`src/hw/status_xfer_pkg.sv`:
```
package status_xfer_pkg;
  localparam int FLAG_HI = 31;
  localparam int FLAG_LO = 28;
  localparam int IRQ_DIS_BIT = 7;
  localparam int FIQ_DIS_BIT = 6;
  localparam int MODE_HI = 4;
  localparam int COND_HI = 31;
  localparam int COND_LO = 28;
  localparam int SEL_BIT = 22;
  localparam int OPERAND_BIT = 25;
  localparam int RD_HI = 15;
  localparam int RD_LO = 12;
  localparam logic [31:0] READ_MASK = 32'h0fbf0fff;
  localparam logic [31:0] READ_CODE = 32'h010f0000;
  localparam logic [31:0] WHOLE_MASK = 32'h0fbffff0;
  localparam logic [31:0] WHOLE_CODE = 32'h0129f000;
  localparam logic [31:0] FLAGS_MASK = 32'h0dbff000;
  localparam logic [31:0] FLAGS_CODE = 32'h0128f000;
  localparam logic [31:0] FLAGS_REG_MASK = 32'h00000ff0;
  localparam logic [4:0] MODE_USER = 5'h10;
  localparam logic [4:0] MODE_FIQ = 5'h11;
  localparam logic [4:0] MODE_IRQ = 5'h12;
  localparam logic [4:0] MODE_SVC = 5'h13;
  localparam logic [4:0] MODE_ABT = 5'h17;
  localparam logic [4:0] MODE_UND = 5'h1b;
  localparam int BANKS = 5;
  localparam logic [3:0] RESET_FLAGS = 4'h0;
  localparam logic RESET_IRQ_DIS = 1'b1;
  localparam logic RESET_FIQ_DIS = 1'b1;
  localparam logic [4:0] RESET_MODE = MODE_SVC;
  localparam logic [10:0] RESET_SAVED = 11'h000;

  // Stored layout {N,Z,C,V,I,F,M[4:0]}
  function automatic logic [10:0] compact(input logic [31:0] w);
    compact = {w[FLAG_HI:FLAG_LO], w[IRQ_DIS_BIT], w[FIQ_DIS_BIT], w[MODE_HI:0]};
  endfunction

  // Reserved positions 27:8 and 5 come back as zero
  function automatic logic [31:0] expand(input logic [10:0] s);
    expand = {s[10:7], 20'h00000, s[6], s[5], 1'b0, s[4:0]};
  endfunction
endpackage

```
`src/hw/status_xfer_if.sv`:
```
`timescale 1ns/100ps
`default_nettype none
interface status_xfer_if;
  logic [3:0] cond;
  logic [3:0] flags;
  logic [11:0] imm_field;
  logic pass;
  logic [31:0] imm_word;
  modport user (output cond, output flags, output imm_field, input pass, input imm_word);
  modport unit (input cond, input flags, input imm_field, output pass, output imm_word);
endinterface
`default_nettype wire

```
`src/hw/cond_imm_unit.sv`:
```
`timescale 1ns/100ps
`default_nettype none
module cond_imm_unit (
  status_xfer_if.unit port_if
);
  logic n;
  logic z;
  logic c;
  logic v;
  logic [63:0] doubled;
  logic [5:0] amount;

  assign n = port_if.flags[3];
  assign z = port_if.flags[2];
  assign c = port_if.flags[1];
  assign v = port_if.flags[0];

  // Condition evaluation against current flags
  always_comb begin
    case (port_if.cond)
      4'h0: port_if.pass = z;
      4'h1: port_if.pass = !z;
      4'h2: port_if.pass = c;
      4'h3: port_if.pass = !c;
      4'h4: port_if.pass = n;
      4'h5: port_if.pass = !n;
      4'h6: port_if.pass = v;
      4'h7: port_if.pass = !v;
      4'h8: port_if.pass = c && !z;
      4'h9: port_if.pass = !c || z;
      4'ha: port_if.pass = (n == v);
      4'hb: port_if.pass = (n != v);
      4'hc: port_if.pass = !z && (n == v);
      4'hd: port_if.pass = z || (n != v);
      4'he: port_if.pass = 1'b1;
      default: port_if.pass = 1'b0;
    endcase
  end

  // Zero-extend and rotate right by twice the rotate field
  assign amount = {1'b0, port_if.imm_field[11:8], 1'b0};
  assign doubled = {24'h000000, port_if.imm_field[7:0], 24'h000000, port_if.imm_field[7:0]} >> amount;
  assign port_if.imm_word = doubled[31:0];
endmodule
`default_nettype wire

```
`src/hw/status_word_transfer_unit.sv`:
```
`timescale 1ns/100ps
`default_nettype none
module status_word_transfer_unit
  import status_xfer_pkg::*;
(
  // Clock and reset
  input wire logic clk_in,
  input wire logic resetn_in,
  // Instruction stream
  input wire logic instr_valid_in,
  input wire logic [31:0] instr_in,
  input wire logic [31:0] source_register_in,
  // Register file write-back
  output logic dest_write_out,
  output logic [3:0] dest_index_out,
  output logic [31:0] dest_data_out,
  output logic done_out,
  // Status view
  output logic [31:0] current_status_word_out,
  output logic [4:0] mode_out
);
  status_xfer_if xif ();

  // Instruction fields
  logic [3:0] cond_field;
  logic [3:0] dest_field;
  logic [11:0] operand_field;
  logic operand_is_imm;
  logic sel_saved;

  // Decode
  logic is_read;
  logic is_whole;
  logic is_flags;
  logic is_xfer;
  logic exec;
  logic read_act;
  logic write_op;
  logic cur_write;
  logic saved_write;
  logic whole_allowed;

  // Current status word
  logic [3:0] cur_flags;
  logic cur_irq_dis;
  logic cur_fiq_dis;
  logic [4:0] cur_mode;
  logic [10:0] cur_packed;
  logic [3:0] next_flags;
  logic next_irq_dis;
  logic next_fiq_dis;
  logic [4:0] next_mode;
  logic [10:0] next_packed;

  // Saved status words
  logic [10:0] saved_bank [0:BANKS-1];
  logic bank_ok;
  logic [2:0] bank_idx;
  logic [BANKS-1:0] bank_write;
  logic [10:0] saved_now;
  logic [10:0] next_saved;

  // Data paths
  logic [31:0] src_word;
  logic [31:0] read_word;

  cond_imm_unit u_cond_imm (
    .port_if(xif.unit)
  );

  // Field extraction
  assign cond_field = instr_in[COND_HI:COND_LO];
  assign dest_field = instr_in[RD_HI:RD_LO];
  assign operand_field = instr_in[11:0];
  assign operand_is_imm = instr_in[OPERAND_BIT];
  assign sel_saved = instr_in[SEL_BIT];

  // Condition and immediate unit hookup
  assign xif.cond = cond_field;
  assign xif.flags = cur_flags;
  assign xif.imm_field = operand_field;

  // Compare/test opcodes with the flag-set bit clear
  assign is_read = (instr_in & READ_MASK) == READ_CODE;
  assign is_whole = (instr_in & WHOLE_MASK) == WHOLE_CODE;
  assign is_flags = ((instr_in & FLAGS_MASK) == FLAGS_CODE) && !is_whole
    && (operand_is_imm || ((instr_in & FLAGS_REG_MASK) == 32'h00000000));
  assign is_xfer = is_read || is_whole || is_flags;

  // Only a passing condition lets a transfer act
  assign exec = instr_valid_in && xif.pass && is_xfer;
  assign read_act = exec && is_read;
  assign write_op = exec && (is_whole || is_flags);

  // Write steering
  assign cur_write = write_op && !sel_saved;
  assign saved_write = write_op && sel_saved && bank_ok;
  assign whole_allowed = is_whole && (cur_mode != MODE_USER);

  // Operand select for the flags-only form
  assign src_word = (is_flags && operand_is_imm) ? xif.imm_word : source_register_in;

  // Banked saved word picked by the mode in force
  always_comb begin
    bank_ok = 1'b1;
    case (cur_mode)
      MODE_FIQ: bank_idx = 3'h0;
      MODE_IRQ: bank_idx = 3'h1;
      MODE_SVC: bank_idx = 3'h2;
      MODE_ABT: bank_idx = 3'h3;
      MODE_UND: bank_idx = 3'h4;
      default: begin
        bank_idx = 3'h0;
        bank_ok = 1'b0;
      end
    endcase
  end

  // One-hot write enable for the bank in use
  always_comb begin
    bank_write = 5'h00;
    for (int i = 0; i < BANKS; i++) begin
      bank_write[i] = saved_write && (bank_idx == 3'(i));
    end
  end

  // Modes without a bank read back as zero
  assign saved_now = bank_ok ? saved_bank[bank_idx] : 11'h000;

  // Whole form replaces the word, flags form only the top four
  always_comb begin
    next_saved = saved_now;
    if (is_whole) begin
      next_saved = compact(src_word);
    end else begin
      next_saved[10:7] = src_word[FLAG_HI:FLAG_LO];
    end
  end

  // Saved status words, one per privileged mode
  for (genvar b = 0; b < BANKS; b++) begin : g_bank
    always_ff @(posedge clk_in) begin
      if (!resetn_in) begin
        saved_bank[b] <= RESET_SAVED;
      end else if (bank_write[b]) begin
        saved_bank[b] <= next_saved;
      end
    end
  end

  // Next current word: flags always, control bits only when privileged
  always_comb begin
    next_flags = cur_flags;
    next_irq_dis = cur_irq_dis;
    next_fiq_dis = cur_fiq_dis;
    next_mode = cur_mode;
    if (cur_write) begin
      next_flags = src_word[FLAG_HI:FLAG_LO];
      if (whole_allowed) begin
        next_irq_dis = src_word[IRQ_DIS_BIT];
        next_fiq_dis = src_word[FIQ_DIS_BIT];
        next_mode = src_word[MODE_HI:0];
      end
    end
  end

  assign cur_packed = {cur_flags, cur_irq_dis, cur_fiq_dis, cur_mode};
  assign next_packed = {next_flags, next_irq_dis, next_fiq_dis, next_mode};

  // Current status word: only defined bits are held
  always_ff @(posedge clk_in) begin
    if (!resetn_in) begin
      cur_flags <= RESET_FLAGS;
      cur_irq_dis <= RESET_IRQ_DIS;
      cur_fiq_dis <= RESET_FIQ_DIS;
      cur_mode <= RESET_MODE;
    end else begin
      cur_flags <= next_flags;
      cur_irq_dis <= next_irq_dis;
      cur_fiq_dis <= next_fiq_dis;
      cur_mode <= next_mode;
    end
  end

  // Status view register, reserved positions zero
  always_ff @(posedge clk_in) begin
    if (!resetn_in) begin
      current_status_word_out <= expand({RESET_FLAGS, RESET_IRQ_DIS, RESET_FIQ_DIS, RESET_MODE});
      mode_out <= RESET_MODE;
    end else begin
      current_status_word_out <= expand(next_packed);
      mode_out <= next_mode;
    end
  end

  // Read source: current word or the banked copy
  assign read_word = sel_saved ? expand(saved_now) : expand(cur_packed);

  // Read result lands one cycle after the fetch
  always_ff @(posedge clk_in) begin
    if (!resetn_in) begin
      dest_write_out <= 1'b0;
      dest_index_out <= 4'h0;
      dest_data_out <= 32'h00000000;
    end else begin
      dest_write_out <= read_act;
      if (read_act) begin
        dest_index_out <= dest_field;
        dest_data_out <= read_word;
      end
    end
  end

  // Every recognised transfer answers after one fetch
  always_ff @(posedge clk_in) begin
    if (!resetn_in) begin
      done_out <= 1'b0;
    end else begin
      done_out <= instr_valid_in && is_xfer;
    end
  end
endmodule
`default_nettype wire

```
`config.mk`:
```
export PLATFORM = sky130hd
export DESIGN_NAME = status_word_transfer_unit
export DESIGN_NICKNAME = d
export VERILOG_FILES = /design/src/hw/status_xfer_pkg.sv /design/src/hw/status_xfer_if.sv /design/src/hw/cond_imm_unit.sv /design/src/hw/status_word_transfer_unit.sv
export SDC_FILE = /design/constraint.sdc
export NUM_CORES = 1
export LEC_CHECK = 0
export BUFFER_PORTS_ARGS = -buffer_cell sky130_fd_sc_hd__buf_2
export CAP_MARGIN = 30
export CORE_UTILIZATION = 30
export CTS_CLUSTER_SIZE = 8
export DETAILED_ROUTE_END_ITERATION = 8
export MAX_ROUTING_LAYER = met4
export PLACE_DENSITY = 0.49
export SLEW_MARGIN = 20
export SYNTH_ARGS = -nofsm -noshare
export SYNTH_HDL_FRONTEND = slang
export SYNTH_SLANG_ARGS = --single-unit
```
`constraint.sdc`:
```
create_clock -name clk_in -period 4 [get_ports clk_in]
set_clock_uncertainty 0.05 [all_clocks]
set_input_delay 0.2 -clock clk_in [delete_from_list [all_inputs] [get_ports clk_in]]
set_output_delay 0.2 -clock clk_in [all_outputs]
set_load 0.01 [all_outputs]
```
==> impl_metrics.yaml, run 1 <==
synthesis:
  syn_area_per_cell_sq_um: 9.87
  yosys.area.top_type: "edfxtp_1"
  synth_seq_cells: 83
  post-synth-top-count-cell: "nor2_1"
  synthDistinctLibCells: 65
  yosysSeqAreaShare_pct: 43.7
  yosys-top-cells-count: "nor2_1 (79), edfxtp_1 (55), buf_4 (52)"
  synth_top_area_share_pct: 32.6
  yosysWarnings: 0
  async_flop_share_pct: 0
  synth_edf_count: 55
  ys.flop_type: "edfxtp_1"
  syn_area_sq_um: 5060
  synth_area_leaders: "edfxtp_1 (33%), dfxtp_1 (11%), buf_4 (7.7%), nor2_1 (5.9%), mux2i_1 (5.3%)"
  syn_inst: 513
routing:
  post_drt_wl_per_cell_microns: 16.6
  routed_wirelength_microns: 13200
  postRouteAntennaNets: 0
  drc: 0
  drt_iter0_markers: 209
  vias: 4004
  vias_per_cell: 5.02
  dr.pass1.iters: 5
clocking:
  cts_hold_buffers: 0
  cts_tree: "yes"
  clk_pin_slew_ns: 0.06
  cts_buffers: 9
  clockBufferDepth: 2
  post_cts_buffers: 0
  cts_max_level: 3
  insertion_delay_ns: 0.34
  root_buffer: "clkbuf_16"
  clock-sinks: 83
  cts_resized: 0
setup_path:
  worstPathArrival_ns: 2.91
  critPathRequiredTime_ns: 4.13
  critPathMaxFanout: 12
  reg2regPathDepth: 6
  crit_path_end_kind: "flip-flop"
  cp-start-kind: "flip-flop"
  path_class: "flip-flop to flip-flop"
final_layout:
  diodes: 0
  drive_gt1_share_pct: 24.6
  multi_input_area_sq_um: 2460
  final_area_sq_um: 5690
  layout-area-overhead-vs-synth_pct: 12.4
  ff_latch_area_sq_um: 2210
  fillers: 1700
  final_nets: 641
global_route:
  grt_max_degree: 25
  antenna_found_initial: 0
  grt_use_total_pct: 15.9
  grt_pass1_wl_microns: 20600
  grt-ovfl-total: 0
  grt_pass1_vias: 3841
min_path:
  holdPathStages: 3
  worstHoldPathType: "primary input to flip-flop"
timing:
  period_share_pct: 69.3
  finalMaxSlewViolations: 0
  fin_crit_ns: 2.77
  worst_pin_slew_ns: 0.838
  setup_violations: 0
  hold_viol: 0
  setup_ws_ns: 1.23
  rsz0062_at_grt: "no"
  fmax_mhz: 361
  slew_headroom_pct: 42.6
  fin_setup_tns_ns: 0
placement:
  place.detailed.hpwl_microns: 10200
  gp_congestion: 0.811
  dpl-instance-area_sq_um: 5440
  io_buffers: 78
  preCtsSetupSlack_ns: 1.23
power:
  power_density_nw_per_um2: 324
  p_leak_nw: 2.39
  p_total_mw: 1.84
  ir_worst_vdd_uv: 172
floorplanning:
  dieArea_sq_um: 17400
  rows: 47
  coreArea_sq_um: 16500
  io_pins: 142
  die_h_microns: 132
  fp.dieW_microns: 132
  initial_core_util_pct: 30.6
outcome:
  status: "completed"
run:
  drv_cap: 0
## report_power, final
part           switching, mW  internal, mW
logic                  0.114        0.0591
registers            0.00627         0.930
clock network          0.321         0.412
## layout make-up
type                            count  area share [%]
Tap cell                          220            4.84
Inverter                            7           0.462
Timing Repair Buffer               88            8.18
Sequential cell                    83            38.9
Clock buffer                       11            4.09
Multi-Input combinational cell    385            43.2
Clock inverter                      4           0.330
## critical path, stage by stage (launching register included)
cell     delay (ns)
dfxtp_1        0.53
buf_4          0.23
nand3_1        0.13
nor3b_2        0.51
and2_1         0.50
nand3_1        0.45
nor2_1         0.21
## cells by family (layout without fill, tap and decap cells)
group	Yosys count	after routing	share of synthesized area (%)
and+or+nand+nor	196	196	20.4
AOI/OAI and AO/OA	98	98	14.9
buffers and inverters	86	110	10.8
DFF	83	83	43.7
muxes	46	46	9.62
xor gates and xnor gates	2	2	0.346
adders and majority gates	1	1	0.222
other	1	42	0.0741
## cells in the final DEF, fill, tap and decap left out, types with 6 or more instances in the layout
cell type   n
clkbuf_16   9
conb_1     42
nand3_1     7
edfxtp_1   55
o21ai_0     8
buf_4      10
a211o_1     6
dfxtp_1    28
mux2i_1    27
buf_2      78
nor4_1      6
a21oi_1    20
a221o_1     6
nand2b_1   14
o22ai_1     7
nand2_1    29
nor2_1     79
o31ai_1     9
nor2b_1     9
mux2_2     17
inv_1       7
nor3_1     11
## worst paths after layout
kind,startpoint,to,slack (ns)
setup / recovery,current_status_word_out[0]$_SDFFE_PN1P_,saved_bank[4][1]$_SDFFCE_PN0P_,1.23
hold / removal,instr_in[15],dest_index_out[3]$_SDFFE_PN0P_,0.06
setup reg to reg,current_status_word_out[0]$_SDFFE_PN1P_,saved_bank[4][1]$_SDFFCE_PN0P_,1.23
hold reg to reg,dest_data_out[29]$_SDFFE_PN0P_,dest_data_out[29]$_SDFFE_PN0P_,0.40
## registers in the layout, summed over array words and instances, names as in the netlist
register                 cells
dest_write_out               1
dest_data_out               11
dest_index_out               4
cur_flags                    4
saved_bank                  55
done_out                     1
current_status_word_out      7
## stage by stage
step           util, %  hold WS (ns)  std cells
5_1_grt           34.4        0.0787        798
3_5_place_dp      32.9         0.395        783
3_3_place_gp      32.9         0.394        783
4_1_cts           34.4        0.0536        798
6_report          34.4        0.0594        798
2_1_floorplan        -         0.294        554
## per-layer routing
metal / up-vias / global-route usage [%] / part of all wire (%)
met4: 0 / 5.36 / 1.6
met5: - / - / 0
met2: 129 / 26.4 / 49
li1: 1924 / - / -
met3: 17 / 2.92 / 4.5
met1: 1934 / 19.2 / 45
Power figures use the tool's default switching activity.
==> run 2: changes to the inputs <==
- clock period: 4 -> 2.8 ns (I/O delays scaled with it)
==> run 2 against run 1 <==
Compared with the run above:
- final area grew 3.9%
- sequential power grew 43%
- combinational power grew 51%
- non-clock buffer count grew 23
- die area is the same
- utilization grew 1.4 points
- routed wire length is essentially flat
- sequential cell count is the same
- cell count grew 3.0%
- via count grew 1.6%
- largest cell class unchanged
==> impl_metrics.yaml, run 2 (synthesized netlist as in run 1, its figures left out) <==
final_layout:
  final_nets: 664
  mostFrequentLayoutCells: "nor2_1 (79), buf_2 (78), edfxtp_1 (55)"
  largest_reg_flops: 55
  layout-area-overhead-vs-synth_pct: 16.8
  final_common_cell: "nor2_1"
  final_core_util_pct: 35.8
  final_area_sq_um: 5910
  reg_top3: "saved_bank: 55 flops, dest_data_out: 11 flops, current_status_word_out: 7 flops"
  stdcell_count: 822
  largest_register: "saved_bank"
  diodes: 0
  drive_gt1_share_pct: 27.9
setup_path:
  cp_slowest_cell: "o31ai_1"
  path_class: "primary input to flip-flop"
  critPathMaxFanout: 5
  cp-start-kind: "primary input"
  critPathRequiredTime_ns: 2.81
  reg2regPathDepth: 7
  r2r_start: "current_status_word_out[2]$_SDFFE_PN0P_"
  r2r_slack_ns: 0.30
  reg2reg_to: "saved_bank[3][5]$_SDFFCE_PN0P_"
  critical-path-max-stage-delay_ns: 0.67
  worstPathArrival_ns: 2.59
  crit_path_end_kind: "flip-flop"
  crit_chain: "dlygate4sd3_1, buf_2, and3_1, nand4_2, nor2_2, buf_4, mux2_2, o31ai_1, nor2_1"
floorplanning:
  initial_core_util_pct: 30.6
  io_pins: 142
  dieArea_sq_um: 17400
  rows: 47
  die_h_microns: 132
  fp.dieW_microns: 132
  coreArea_sq_um: 16500
clocking:
  cts_resized: 0
  clk_pin_slew_ns: 0.06
  cts_buffers: 9
  cts_max_level: 3
  insertion_delay_ns: 0.34
  clock-sinks: 83
  root_buffer: "clkbuf_16"
  cts_tree: "yes"
  clockBufferDepth: 2
outcome:
  status: "completed"
routing:
  postRouteAntennaNets: 0
  post_drt_wl_per_cell_microns: 16.1
  vias: 4067
  routed_wirelength_microns: 13200
  drc: 0
  drt_iter0_markers: 267
  vias_per_cell: 4.95
  dr.pass1.iters: 5
placement:
  io_buffers: 78
  dpl-instance-area_sq_um: 5600
  gp_congestion: 0.873
  dpl.cell_count: 804
  place.detailed.hpwl_microns: 10200
global_route:
  grt_use_total_pct: 16.0
  grt_max_degree: 25
  grt_pass1_wl_microns: 21000
  antenna_found_initial: 0
  grt-ovfl-total: 0
  grt_pass1_vias: 3877
min_path:
  holdPathEnd: "dest_index_out[1]$_SDFFE_PN0P_"
  worstHoldPathType: "primary input to flip-flop"
  holdPathStages: 3
  min_from: "instr_in[13]"
power:
  ir_worst_vdd_uv: 238
  p_leak_nw: 2.52
  p_total_mw: 2.76
  power_density_nw_per_um2: 466
timing:
  fin_setup_tns_ns: 0
  setup_violations: 0
  worst_pin_slew_ns: 0.861
  slew_headroom_pct: 42.6
  period_share_pct: 92.2
  hold_viol: 0
  fmax_mhz: 388
  rsz0062_at_grt: "no"
  finalMaxSlewViolations: 0
  fin_crit_ns: 2.58
run:
  drv_cap: 0
## run 2: cell count changes in the layout (fill, tap and decap cells not counted), moves of 2 or more
cell	change
dlygate4sd3_1	+2
clkbuf_1	-2
clkinv_2	-2
clkbuf_4	+3
buf_4	+21
## run 2: what timing repair did
action                                 4_1_cts  5_1_grt
hold buffers                                 2        0
buffers inserted                             0        0
endpoints found under the hold margin        2        0
## run 2: stage by stage
| stage | setup WS [ns] | hold slack, ns |
|---|---|---|
| floorplan | 0.0338 | 0.234 |
| global placement | 0.305 | 0.337 |
| detailed placement | 0.247 | 0.348 |
| CTS | 0.228 | 0.00179 |
| global route | 0.0873 | 0.0155 |
| finish | 0.220 | 0.00144 |
## run 2: area by class of cell
| cell class | count | area [sq um] |
|---|---|---|
| clock buffers | 13 | 273 |
| clock inverters | 3 | 20.0 |
| fillers | 1701 | 10600 |
| inverters | 7 | 26.3 |
| multi-input cells | 385 | 2460 |
| flip-flops and latches | 83 | 2210 |
| well taps | 220 | 275 |
| repair buffers | 111 | 643 |
## run 2: worst max-delay path: cells and delay by family
| kind | cells | cell delay [ns] |
|---|---|---|
| and+or+nand+nor | 4 | 0.61 |
| muxes | 1 | 0.36 |
| buffers and inverters | 3 | 0.81 |
| AOI/OAI and AO/OA | 1 | 0.67 |
## run 2: where the power goes
group | internal, mW | switching (mW)
Combinational | 0.0952 | 0.166
Sequential | 1.33 | 0.00802
Clock | 0.686 | 0.473
## run 2: metal layers
| metal | vias up | track usage [%] | share of wire, % |
|---|---|---|---|
| met2 | 142 | 25.6 | 47 |
| met5 | - | - | 0 |
| met3 | 23 | 3.50 | 5.3 |
| met4 | 0 | 6.01 | 2.7 |
| li1 | 1965 | - | - |
| met1 | 1937 | 19.7 | 45 |
## run 2: how the worst max path moves through the flow
stage                                                       start  slack, ns                        endpoint
after detailed placement                              instr_in[9]       0.25  saved_bank[3][8]$_SDFFCE_PN0P_
after floorplan           current_status_word_out[4]$_SDFFE_PN1P_       0.03  saved_bank[4][0]$_SDFFCE_PN0P_
after global placement                                instr_in[9]       0.31  saved_bank[3][3]$_SDFFCE_PN0P_
after CTS                                            instr_in[15]       0.23  saved_bank[4][6]$_SDFFCE_PN0P_
after global routing                                 instr_in[15]       0.09  saved_bank[2][5]$_SDFFCE_PN0P_
final                                                instr_in[14]       0.22  saved_bank[3][5]$_SDFFCE_PN0P_
